**src/rtl/dss_map.svh**
```systemverilog
// Object indexes, field positions and reset values of the drive state
// sequencer. Included by the sequencer alone, by bare name.
// Operation
// - After reset, enter not-ready and run self-test and initialisation first.
// - When initialisation ends, move automatically to switch-on disabled.
// - Shutdown while switch-on disabled moves to ready, no further action.
// - Switch-on command moves to switched on and powers the power section.
// - Enable operation enables drive function and clears internal set-points.
// - Disable operation returns to switched on and disables drive function.
// - Shutdown cuts high power; option code adds action only from operation enabled.
// - Quick stop or disable voltage from ready: state change only.
// - Transitions 8, 9, 10 cut high power at once, motor coasts.
// - Quick stop while operation enabled starts the quick stop function.
// - Quick stop done with code 1..4, or disable voltage, goes disabled.
// - Quick stop active stops by mode, then leaves unless code says stay.
// - A fault in any state starts the configured fault reaction.
// - Fault reaction complete enters fault, drive function disabled.
// - Fault reset leaves fault only when no fault is present.
// - Enable operation in quick stop re-enables only for codes 5..8.
// - Mode-of-operation writes refused in operation enabled or quick stop.
// - No move to ready until the fieldbus master is operational.
// - Master leaving operational forces switch-on disabled and coasting.
// - Commands decode from command word bits 7, 3, 2, 1 and 0.
// - State reported in status bits 6, 5 and 3..0 per state coding.
// - Quick stop code selects disable, ramp-and-leave or ramp-and-stay.
`ifndef DSS_MAP_SVH
`define DSS_MAP_SVH

// Object indexes
`define DSS_IDX_COMMAND      16'h6040
`define DSS_IDX_STATE_REPORT 16'h6041
`define DSS_IDX_QUICK_STOP   16'h605a
`define DSS_IDX_SHUTDOWN     16'h605b
`define DSS_IDX_DISABLE_OP   16'h605c
`define DSS_IDX_HALT         16'h605d
`define DSS_IDX_FAULT_REACT  16'h605e
`define DSS_IDX_MODE_SELECT  16'h6060
`define DSS_IDX_MODE_SHOWN   16'h6061
`define DSS_IDX_QS_DECEL     16'h6085

// Command word bit positions
`define DSS_CW_SWITCH_ON     0
`define DSS_CW_ENABLE_VOLT   1
`define DSS_CW_QUICK_STOP_N  2
`define DSS_CW_ENABLE_OP     3
`define DSS_CW_FAULT_RESET   7

// State report bit positions
`define DSS_SW_READY         0
`define DSS_SW_SWITCHED_ON   1
`define DSS_SW_OP_ENABLED    2
`define DSS_SW_FAULT         3
`define DSS_SW_VOLTAGE_ON    4
`define DSS_SW_QUICK_STOP_N  5
`define DSS_SW_SO_DISABLED   6

// Reset values
`define DSS_RST_COMMAND      16'h0000
`define DSS_RST_QUICK_STOP   16'h0002
`define DSS_RST_SHUTDOWN     16'h0000
`define DSS_RST_DISABLE_OP   16'h0000
`define DSS_RST_HALT         16'h0000
`define DSS_RST_FAULT_REACT  16'h0000
`define DSS_RST_MODE         8'h00
`define DSS_RST_QS_DECEL     32'h0000_0000

`endif

```
**src/rtl/dss_pkg.sv**
```systemverilog
// Types shared by the drive state sequencer and its users.
// Assumes the object constants of dss_map.svh.
`default_nettype none
package dss_pkg;

  // Power states of the drive profile
  typedef enum logic [2:0] {
    DSS_NOT_READY   = 3'h0,
    DSS_SO_DISABLED = 3'h1,
    DSS_READY       = 3'h2,
    DSS_SWITCHED_ON = 3'h3,
    DSS_OP_ENABLED  = 3'h4,
    DSS_QUICK_STOP  = 3'h5,
    DSS_FAULT_REACT = 3'h6,
    DSS_FAULT       = 3'h7
  } dss_state_type;

  // Object write request from the fieldbus side
  typedef struct packed {
    logic        en;
    logic [15:0] index;
    logic [31:0] data;
  } dss_obj_wr_type;

  // Object read request from the fieldbus side
  typedef struct packed {
    logic        en;
    logic [15:0] index;
  } dss_obj_rd_type;

  // Controls sent to the power stage and motion logic
  typedef struct packed {
    logic self_test_run;
    logic comm_active;
    logic high_power_on;
    logic drive_function_en;
    logic setpoint_clear;
    logic quick_stop_run;
    logic quick_stop_ramp;
    logic fault_reaction_run;
    logic slow_down_req;
    logic drive_inhibit;
  } dss_drive_ctl_type;

endpackage
`default_nettype wire

```
**src/rtl/dss_sequencer.sv**
```systemverilog
// Drive state sequencer: command word decode, power state machine,
// option objects and mode-of-operation gating.
// Assumes every input but the asynchronous rst is synchronous to mclk and that the fieldbus side
// presents object accesses as single-cycle strobes.
`include "dss_map.svh"
`default_nettype none
module dss_sequencer (
  // Clock and reset
  input  wire  logic                       mclk,
  input  wire  logic                       rst,
  // Object access from the fieldbus side
  input  wire  dss_pkg::dss_obj_wr_type    obj_wr,
  output logic                             obj_wr_ack,
  output logic                             obj_wr_refused,
  input  wire  dss_pkg::dss_obj_rd_type    obj_rd,
  output logic                             obj_rd_valid,
  output logic                             obj_rd_error,
  output logic [31:0]                      obj_rd_data,
  // Status of the surrounding drive
  input  wire  logic                       init_done,
  input  wire  logic                       master_operational,
  input  wire  logic                       fault_present,
  input  wire  logic                       motor_stopped,
  input  wire  logic                       fault_reaction_done,
  // Controls to the drive
  output dss_pkg::dss_drive_ctl_type       drive_ctl,
  output dss_pkg::dss_state_type           power_state,
  output logic [7:0]                       operating_mode
);

  // Object storage
  logic [15:0]            command_word;
  logic [15:0]            quick_stop_behaviour;
  logic [15:0]            shutdown_behaviour;
  logic [15:0]            disable_op_behaviour;
  logic [15:0]            halt_behaviour;
  logic [15:0]            fault_reaction_behaviour;
  logic [7:0]             operating_mode_select;
  logic [7:0]             operating_mode_shown;
  logic [31:0]            quick_stop_decel_rate;
  logic [15:0]            state_report_word;

  // Sequencer state and decode
  dss_pkg::dss_state_type state;
  dss_pkg::dss_state_type next_state;
  logic                   cmd_new;
  logic                   fault_reset_prev;
  logic                   fault_reset_edge;
  logic                   cmd_shutdown;
  logic                   cmd_switch_on;
  logic                   cmd_enable_op;
  logic                   cmd_disable_volt;
  logic                   cmd_quick_stop;
  logic                   qs_leave_code;
  logic                   qs_stay_code;
  logic                   qs_quick_ramp;
  logic                   mode_locked;
  logic                   wr_known;
  logic                   wr_read_only;
  logic                   wr_cmd;
  logic [15:0]            next_command;
  logic                   take_setpoint_clear;
  logic                   take_slow_down;

  // Write target classification
  always_comb begin
    wr_known     = 1'b1;
    wr_read_only = 1'b0;
    unique case (obj_wr.index)
      `DSS_IDX_COMMAND,
      `DSS_IDX_QUICK_STOP,
      `DSS_IDX_SHUTDOWN,
      `DSS_IDX_DISABLE_OP,
      `DSS_IDX_HALT,
      `DSS_IDX_FAULT_REACT,
      `DSS_IDX_MODE_SELECT,
      `DSS_IDX_QS_DECEL:    wr_read_only = 1'b0;
      `DSS_IDX_STATE_REPORT,
      `DSS_IDX_MODE_SHOWN:  wr_read_only = 1'b1;
      default:              wr_known     = 1'b0;
    endcase
  end

  // Mode changes only while the motor cannot be moving under a mode
  assign mode_locked = (state == dss_pkg::DSS_OP_ENABLED) ||
                       (state == dss_pkg::DSS_QUICK_STOP);
  assign wr_cmd      = obj_wr.en && (obj_wr.index == `DSS_IDX_COMMAND);
  assign next_command = wr_cmd ? obj_wr.data[15:0] : command_word;

  // Object write acknowledge and refusal pulses
  always_ff @(posedge mclk or posedge rst) begin
    if (rst) begin
      obj_wr_ack     <= 1'b0;
      obj_wr_refused <= 1'b0;
    end else begin
      obj_wr_ack     <= obj_wr.en && wr_known && !wr_read_only &&
                        !(obj_wr.index == `DSS_IDX_MODE_SELECT &&
                          mode_locked);
      obj_wr_refused <= obj_wr.en && (!wr_known || wr_read_only ||
                        (obj_wr.index == `DSS_IDX_MODE_SELECT &&
                         mode_locked));
    end
  end

  // Command word and its update event
  always_ff @(posedge mclk or posedge rst) begin
    if (rst) begin
      command_word     <= `DSS_RST_COMMAND;
      cmd_new          <= 1'b0;
      fault_reset_prev <= 1'b0;
    end else begin
      command_word     <= next_command;
      cmd_new          <= wr_cmd;
      if (cmd_new) begin
        fault_reset_prev <= command_word[`DSS_CW_FAULT_RESET];
      end
    end
  end

  // Option objects
  always_ff @(posedge mclk or posedge rst) begin
    if (rst) begin
      quick_stop_behaviour     <= `DSS_RST_QUICK_STOP;
      shutdown_behaviour       <= `DSS_RST_SHUTDOWN;
      disable_op_behaviour     <= `DSS_RST_DISABLE_OP;
      halt_behaviour           <= `DSS_RST_HALT;
      fault_reaction_behaviour <= `DSS_RST_FAULT_REACT;
      quick_stop_decel_rate    <= `DSS_RST_QS_DECEL;
    end else if (obj_wr.en) begin
      unique case (obj_wr.index)
        `DSS_IDX_QUICK_STOP:  quick_stop_behaviour     <= obj_wr.data[15:0];
        `DSS_IDX_SHUTDOWN:    shutdown_behaviour       <= obj_wr.data[15:0];
        `DSS_IDX_DISABLE_OP:  disable_op_behaviour     <= obj_wr.data[15:0];
        `DSS_IDX_HALT:        halt_behaviour           <= obj_wr.data[15:0];
        `DSS_IDX_FAULT_REACT: fault_reaction_behaviour <= obj_wr.data[15:0];
        `DSS_IDX_QS_DECEL:    quick_stop_decel_rate    <= obj_wr.data;
        default: ;
      endcase
    end
  end

  // Mode of operation: requested and shown
  always_ff @(posedge mclk or posedge rst) begin
    if (rst) begin
      operating_mode_select <= `DSS_RST_MODE;
      operating_mode_shown  <= `DSS_RST_MODE;
    end else begin
      if (obj_wr.en && obj_wr.index == `DSS_IDX_MODE_SELECT &&
          !mode_locked) begin
        operating_mode_select <= obj_wr.data[7:0];
      end
      if (!mode_locked) begin
        operating_mode_shown <= operating_mode_select;
      end
    end
  end

  // Command decode from bits 7, 3, 2, 1 and 0
  always_comb begin
    cmd_disable_volt = !command_word[`DSS_CW_ENABLE_VOLT];
    cmd_quick_stop   = command_word[`DSS_CW_ENABLE_VOLT] &&
                       !command_word[`DSS_CW_QUICK_STOP_N];
    cmd_shutdown     = command_word[`DSS_CW_ENABLE_VOLT] &&
                       command_word[`DSS_CW_QUICK_STOP_N] &&
                       !command_word[`DSS_CW_SWITCH_ON];
    cmd_switch_on    = command_word[`DSS_CW_ENABLE_VOLT] &&
                       command_word[`DSS_CW_QUICK_STOP_N] &&
                       command_word[`DSS_CW_SWITCH_ON] &&
                       !command_word[`DSS_CW_ENABLE_OP];
    cmd_enable_op    = command_word[`DSS_CW_ENABLE_VOLT] &&
                       command_word[`DSS_CW_QUICK_STOP_N] &&
                       command_word[`DSS_CW_SWITCH_ON] &&
                       command_word[`DSS_CW_ENABLE_OP];
    // Any command with bit 7 set is a fault reset, on its rising edge
    if (command_word[`DSS_CW_FAULT_RESET]) begin
      cmd_disable_volt = 1'b0;
      cmd_quick_stop   = 1'b0;
      cmd_shutdown     = 1'b0;
      cmd_switch_on    = 1'b0;
      cmd_enable_op    = 1'b0;
    end
  end
  assign fault_reset_edge = command_word[`DSS_CW_FAULT_RESET] &&
                            !fault_reset_prev;

  // Quick stop option classes
  always_comb begin
    qs_leave_code = (quick_stop_behaviour >= 16'h0001) &&
                    (quick_stop_behaviour <= 16'h0004);
    qs_stay_code  = (quick_stop_behaviour >= 16'h0005) &&
                    (quick_stop_behaviour <= 16'h0008);
    qs_quick_ramp = (quick_stop_behaviour == 16'h0002) ||
                    (quick_stop_behaviour == 16'h0006);
  end

  // Next power state: fault first, then master loss, then one command
  always_comb begin
    next_state = state;
    unique case (state)
      dss_pkg::DSS_NOT_READY: begin
        if (init_done) begin
          next_state = dss_pkg::DSS_SO_DISABLED;
        end
      end
      dss_pkg::DSS_SO_DISABLED: begin
        if (cmd_new && cmd_shutdown && master_operational) begin
          next_state = dss_pkg::DSS_READY;
        end
      end
      dss_pkg::DSS_READY: begin
        if (cmd_new && cmd_switch_on) begin
          next_state = dss_pkg::DSS_SWITCHED_ON;
        end else if (cmd_new && cmd_enable_op) begin
          next_state = dss_pkg::DSS_SWITCHED_ON;
        end else if (cmd_new && (cmd_quick_stop || cmd_disable_volt)) begin
          next_state = dss_pkg::DSS_SO_DISABLED;
        end
      end
      dss_pkg::DSS_SWITCHED_ON: begin
        if (cmd_new && cmd_enable_op) begin
          next_state = dss_pkg::DSS_OP_ENABLED;
        end else if (cmd_new && cmd_shutdown) begin
          next_state = dss_pkg::DSS_READY;
        end else if (cmd_new && (cmd_quick_stop || cmd_disable_volt)) begin
          next_state = dss_pkg::DSS_SO_DISABLED;
        end
      end
      dss_pkg::DSS_OP_ENABLED: begin
        if (cmd_new && cmd_switch_on) begin
          next_state = dss_pkg::DSS_SWITCHED_ON;
        end else if (cmd_new && cmd_shutdown) begin
          next_state = dss_pkg::DSS_READY;
        end else if (cmd_new && cmd_disable_volt) begin
          next_state = dss_pkg::DSS_SO_DISABLED;
        end else if (cmd_new && cmd_quick_stop) begin
          next_state = dss_pkg::DSS_QUICK_STOP;
        end
      end
      dss_pkg::DSS_QUICK_STOP: begin
        if (cmd_new && cmd_disable_volt) begin
          next_state = dss_pkg::DSS_SO_DISABLED;
        end else if (cmd_new && cmd_enable_op && qs_stay_code) begin
          next_state = dss_pkg::DSS_OP_ENABLED;
        end else if (quick_stop_behaviour == 16'h0000 ||
                     (motor_stopped && qs_leave_code)) begin
          next_state = dss_pkg::DSS_SO_DISABLED;
        end
      end
      dss_pkg::DSS_FAULT_REACT: begin
        if (fault_reaction_done) begin
          next_state = dss_pkg::DSS_FAULT;
        end
      end
      dss_pkg::DSS_FAULT: begin
        if (cmd_new && fault_reset_edge && !fault_present) begin
          next_state = dss_pkg::DSS_SO_DISABLED;
        end
      end
    endcase
    // Master loss from ready, switched on, operation enabled or quick stop
    if (!master_operational &&
        (state == dss_pkg::DSS_READY || state == dss_pkg::DSS_SWITCHED_ON ||
         state == dss_pkg::DSS_OP_ENABLED ||
         state == dss_pkg::DSS_QUICK_STOP)) begin
      next_state = dss_pkg::DSS_SO_DISABLED;
    end
    // A fault overrides every command
    if (fault_present && state != dss_pkg::DSS_FAULT_REACT &&
        state != dss_pkg::DSS_FAULT) begin
      next_state = dss_pkg::DSS_FAULT_REACT;
    end
  end

  // Power state register; reset lands in not-ready for self-test
  always_ff @(posedge mclk or posedge rst) begin
    if (rst) begin
      state <= dss_pkg::DSS_NOT_READY;
    end else begin
      state <= next_state;
    end
  end

  // Entry actions that last one cycle
  assign take_setpoint_clear = (next_state == dss_pkg::DSS_OP_ENABLED) &&
                               (state == dss_pkg::DSS_SWITCHED_ON);
  assign take_slow_down =
    ((state == dss_pkg::DSS_OP_ENABLED) &&
     (next_state == dss_pkg::DSS_READY) && shutdown_behaviour[0]) ||
    ((state == dss_pkg::DSS_OP_ENABLED) &&
     (next_state == dss_pkg::DSS_SWITCHED_ON) && disable_op_behaviour[0]);

  // Drive controls but quick_stop_ramp are registered from next_state, so they change on the same edge as the state
  always_ff @(posedge mclk or posedge rst) begin
    if (rst) begin
      drive_ctl <= '0;
    end else begin
      drive_ctl.self_test_run <=
        (next_state == dss_pkg::DSS_NOT_READY);
      drive_ctl.comm_active <=
        (next_state != dss_pkg::DSS_NOT_READY);
      // Power stays on only in powered states; leaving cuts it at once
      drive_ctl.high_power_on <=
        (next_state == dss_pkg::DSS_SWITCHED_ON) ||
        (next_state == dss_pkg::DSS_OP_ENABLED) ||
        (next_state == dss_pkg::DSS_QUICK_STOP) ||
        (next_state == dss_pkg::DSS_FAULT_REACT);
      drive_ctl.drive_function_en <=
        (next_state == dss_pkg::DSS_OP_ENABLED);
      drive_ctl.setpoint_clear <= take_setpoint_clear;
      drive_ctl.quick_stop_run <=
        (next_state == dss_pkg::DSS_QUICK_STOP) &&
        (quick_stop_behaviour != 16'h0000);
      drive_ctl.quick_stop_ramp <= qs_quick_ramp;
      drive_ctl.fault_reaction_run <=
        (next_state == dss_pkg::DSS_FAULT_REACT);
      drive_ctl.slow_down_req <= take_slow_down;
      drive_ctl.drive_inhibit <=
        (next_state != dss_pkg::DSS_OP_ENABLED) &&
        (next_state != dss_pkg::DSS_QUICK_STOP);
    end
  end

  // State report coding in bits 6, 5 and 3..0; bit 4 mirrors high power
  always_comb begin
    state_report_word = 16'h0000;
    unique case (state)
      dss_pkg::DSS_NOT_READY:   state_report_word[6:0] = 7'h00;
      dss_pkg::DSS_SO_DISABLED: state_report_word[6:0] = 7'h40;
      dss_pkg::DSS_READY:       state_report_word[6:0] = 7'h21;
      dss_pkg::DSS_SWITCHED_ON: state_report_word[6:0] = 7'h23;
      dss_pkg::DSS_OP_ENABLED:  state_report_word[6:0] = 7'h27;
      dss_pkg::DSS_QUICK_STOP:  state_report_word[6:0] = 7'h07;
      dss_pkg::DSS_FAULT_REACT: state_report_word[6:0] = 7'h0f;
      dss_pkg::DSS_FAULT:       state_report_word[6:0] = 7'h08;
    endcase
    state_report_word[`DSS_SW_VOLTAGE_ON] = drive_ctl.high_power_on;
  end

  // Object read answer one cycle after the request
  always_ff @(posedge mclk or posedge rst) begin
    if (rst) begin
      obj_rd_valid <= 1'b0;
      obj_rd_error <= 1'b0;
      obj_rd_data  <= 32'h0000_0000;
    end else begin
      obj_rd_valid <= obj_rd.en;
      obj_rd_error <= 1'b0;
      if (obj_rd.en) begin
        unique case (obj_rd.index)
          `DSS_IDX_COMMAND:      obj_rd_data <= {16'h0000, command_word};
          `DSS_IDX_STATE_REPORT: obj_rd_data <= {16'h0000,
                                                 state_report_word};
          `DSS_IDX_QUICK_STOP:   obj_rd_data <= {16'h0000,
                                                 quick_stop_behaviour};
          `DSS_IDX_SHUTDOWN:     obj_rd_data <= {16'h0000,
                                                 shutdown_behaviour};
          `DSS_IDX_DISABLE_OP:   obj_rd_data <= {16'h0000,
                                                 disable_op_behaviour};
          `DSS_IDX_HALT:         obj_rd_data <= {16'h0000, halt_behaviour};
          `DSS_IDX_FAULT_REACT:  obj_rd_data <= {16'h0000,
                                                 fault_reaction_behaviour};
          `DSS_IDX_MODE_SELECT:  obj_rd_data <= {24'h000000,
                                                 operating_mode_select};
          `DSS_IDX_MODE_SHOWN:   obj_rd_data <= {24'h000000,
                                                 operating_mode_shown};
          `DSS_IDX_QS_DECEL:     obj_rd_data <= quick_stop_decel_rate;
          default: begin
            obj_rd_data  <= 32'h0000_0000;
            obj_rd_error <= 1'b1;
          end
        endcase
      end
    end
  end

  // Visible state and active mode
  assign power_state    = state;
  assign operating_mode = operating_mode_shown;

endmodule
`default_nettype wire

```
**config.mk**
```make
export PLATFORM = sky130hd
export DESIGN_NAME = dss_sequencer
export DESIGN_NICKNAME = d
export VERILOG_FILES = /design/src/rtl/dss_pkg.sv /design/src/rtl/dss_sequencer.sv
export VERILOG_INCLUDE_DIRS = /design/src /design/src/rtl
export SDC_FILE = /design/constraint.sdc
export NUM_CORES = 1
export LEC_CHECK = 0
export BUFFER_PORTS_ARGS = -buffer_cell sky130_fd_sc_hd__buf_2
export CAP_MARGIN = 25
export CORE_ASPECT_RATIO = 2
export CORE_UTILIZATION = 50
export DETAILED_ROUTE_END_ITERATION = 8
export MAX_ROUTING_LAYER = met4
export PLACE_DENSITY = 0.71
export SLEW_MARGIN = 0
export SYNTH_ARGS = -nofsm -noshare
export SYNTH_HDL_FRONTEND = slang
export SYNTH_SLANG_ARGS = --single-unit
```
**constraint.sdc**
```tcl
create_clock -name mclk -period 6.8 [get_ports mclk]
set_input_delay 0.34 -clock mclk [delete_from_list [all_inputs] [get_ports mclk]]
set_output_delay 0.34 -clock mclk [all_outputs]
set_load 0.005 [all_outputs]
```
==> results.md <==
* Worst-skew pair later-pin latency at 0.44 ns
* Min Hold Slack at 0.0130 ns
* Synth top cells by count: 194 x dfrtp_1, 145 x mux2_2, 50 x nand2_1
* Width of the die at 96.1 µm
* Initial antenna violation count at 0
* Register Area at 4880 µm²
* Final-report setup violation count at 0
* Initial drt markers at 355
* Largest family of logic cells by synthesized area: multiplexers
* Post-synth net total at 803
* VDD IR max at 152 µV
* WL met3 at 1.20 mm
* Fmax at 0.383 GHz
* Drt pass-1 iters at 5
* Synth Area in XOR/XNOR at 0.0988%
* Async SR Flop Fraction at 100%
* M1 WL at 8.45 mm
* Unrepaired setup endpoints after global routing: false
* Ys flop type: dfrtp_1
* Final nets at 927
* Area occupied by multi-input gates at 3730 µm²
* P_leak at 5.09 nW
* Postcts setup bufs at 0
* Vias per std cell at 6.26
* Final min period at 2.61 ns
* Vias in the first global route at 7,175
* Complex-gate fraction of the synthesized area at 10.2%
* Period utilization at 38.4%
* Synth unique cells at 69
* Synth Area in Adders at 0.113%
* All-Layer GR Usage at 29.0%
* Slowest stage cell, crit path: nor3_4
* CP dominant cell by count: or4_4
* Hpwl dp at 16.9 mm
* Placer congestion estimate at 0.928
* Kind of end point of the critical path: flop
* PD cells at 246 nW/µm²
* Global route overflow at 0
* Mapped Cells at 730
* Post-synth EDFFs at 0
* Outcome: complete, no violations
* Proportion of synthesized area in mux cells at 19.3%
* Root buffer cell: clkbuf_16
* Min-delay worst type: in2async
* Critical path arrival at 2.98 ns
* Die height at 190 µm
* Final-layout fill cell count at 1,434
* Highest routed layer: met4
* Drc violations at 0
* Largest net degree at the start of global routing at 115
* Port Buf Inserts at 129
* CTS H-tree depth at 4
* Simple-gate share of the synthesized area at 12.0%
* FF-to-FF path depth at 6
* ANT cells at 0
* Total power at 2.55 mW
* Io pins at 130
* Measured slew at the worst slew-check pin at 1.05 ns
* #FFs+latches synth at 195
* Initial Util at 51.3%
* Row count at 68
* Synth area leaders: dfrtp_1 55%, mux2_2 18%, nand2_1 2.1%
* Clock buffer count from CTS at 17
* Seq/Total Area, Yosys at 55.1%
* Die ar. at 18,300 µm²
* Clock Path Buffers at 2
* Vias at 6,747
* Slew Viols, Final at 0
* Top cell type's share of synthesized area at 54.8%
* Slew margin rel. at 30.3%
* CTS tree: done
* Core box area at 17,300 µm²
* Area growth from synthesis to layout at 16.7%
* CTS Hold Buffers Added at 0
* CP Max Fanout at 15
* Remaining antenna violation count after routing at 0
* # resized after CTS at 0
* Crit path required time at 7.17 ns
* Final WL at 24.5 mm
* WS Path Type: in2reg
* CP max stage delay at 0.78 ns
* Final hold vios at 0
* Syn avg cell area at 12.1 µm²
* Clock skew at 0.0121 ns
* Most instantiated library cell after synthesis: dfrtp_1
* DR WL met2 at 13.5 mm
* Crit-path cells: buf_2 -> or4_4 -> or4_4 -> nor3_4 -> a222oi_1 -> and4_1 -> a21oi_2
* Clk sinks at 195
* Clock transition at path regs at 0.07 ns
* Routed WL per cell at 22.8 µm
* Crit path launch type: input port
* Ratio of cells with drive above 1 in the final layout at 39.3%
* Area leader, netlist: dfrtp_1
* Synthesis Warnings at 0
* First-pass GRT wire length at 37.8 mm
* Post-Syn Area at 8860 µm²
* Fin Setup TNS at 0 ns
* Core Util, Final at 59.9%
* Max-Cap Viols at 0
sequential cells by signal (all words and copies together) (netlist names), 16 cells and up:
register / flops
quick_stop_decel_rate: 32
fault_reaction_behaviour: 16
halt_behaviour: 16
quick_stop_behaviour: 16
shutdown_behaviour: 16
obj_rd_data: 32
disable_op_behaviour: 16
command_word: 16
path summary, 6_finish.rpt:
check                                                       from                                     to  slack (ns)
setup / recovery                                       obj_rd[9]             obj_rd_data[6]$_DFFE_PP0P_        4.19
hold / removal                                               rst           fault_reset_prev$_DFFE_PP0P_        0.01
setup reg to reg            quick_stop_behaviour[13]$_DFFE_PP0P_                 drive_ctl[1]$_DFF_PP0_        4.22
hold reg to reg            quick_stop_decel_rate[27]$_DFFE_PP0P_            obj_rd_data[27]$_DFFE_PP0P_        0.50
max in group asynchronous                                    rst    quick_stop_behaviour[1]$_DFFE_PP1P_        5.57
min in group mclk                                     obj_wr[29]  quick_stop_decel_rate[29]$_DFFE_PP0P_        0.13
cell usage in the layout (no fill, tap or decap), types with 5 or more instances in the layout:
cell type  netlist  layout
clkbuf_16        0      17
nand3_1         19      19
nor4_1          10       9
nand2_1         50      50
nor3_1          11      11
and3_1           8       8
buf_2            7     129
nor2_1          34      33
nor2b_1          5       5
nand4b_1         6       6
a221oi_1         9       9
nand2b_1         9       9
buf_4            3      13
a21oi_1         15      15
a222oi_1         5       5
a31oi_1         14      14
inv_6            0       7
a22o_1          10      10
mux2_2         145     145
a22oi_1         21      21
dfrtp_1        194     194
o21ai_0         22      22
mux2i_1          8       8
inv_1           26      25
routing by layer:
layer | up-vias | global-route usage [%]
li1 | 2928 | -
met3 | 101 | 5.06
met2 | 268 | 49.7
met5 | - | -
met1 | 3450 | 29.7
met4 | 0 | 18.8
kinds of logic after synthesis:
kind of cell	count (synthesis)
mux	153
flops	195
xor+xnor	1
simple gates	188
fa+ha+maj	1
compound gates	126
buf+inv	66
through the flow:
| step | std cells | setup slack, ns | cell area (µm²) |
|---|---|---|---|
| floorplan | 730 | 1.15 | 8860 |
| finish | 1077 | 4.19 | 10300 |
| global route | 1077 | 4.03 | 10300 |
| global placement | 1043 | 3.76 | 9730 |
| detailed placement | 1043 | 3.64 | 9730 |
| CTS | 1075 | 4.10 | 10300 |
area by class of cell:
cell class | instances | area share [%]
clock buffers | 19 | 4.38
flip-flops and latches | 195 | 47.2
inverters | 27 | 1.05
multi-input cells | 469 | 36.1
clock inverters | 13 | 1.10
repair buffers | 144 | 7.60
well taps | 210 | 2.54
power by group:
group          switching, mW  internal, mW  leakage, nW
registers             0.0449          1.19         2.67
clock network          0.471         0.500        0.274
logic                  0.217         0.125         2.14
total                  0.733          1.81         5.09
critical path: cells and delay by family:
family	cells	cell delay, ns
AO/OA/AOI/OAI	2	0.29
buffers and inverters	1	0.10
AND/OR/NAND/NOR	4	2.26
Power figures use the tool's default switching activity.
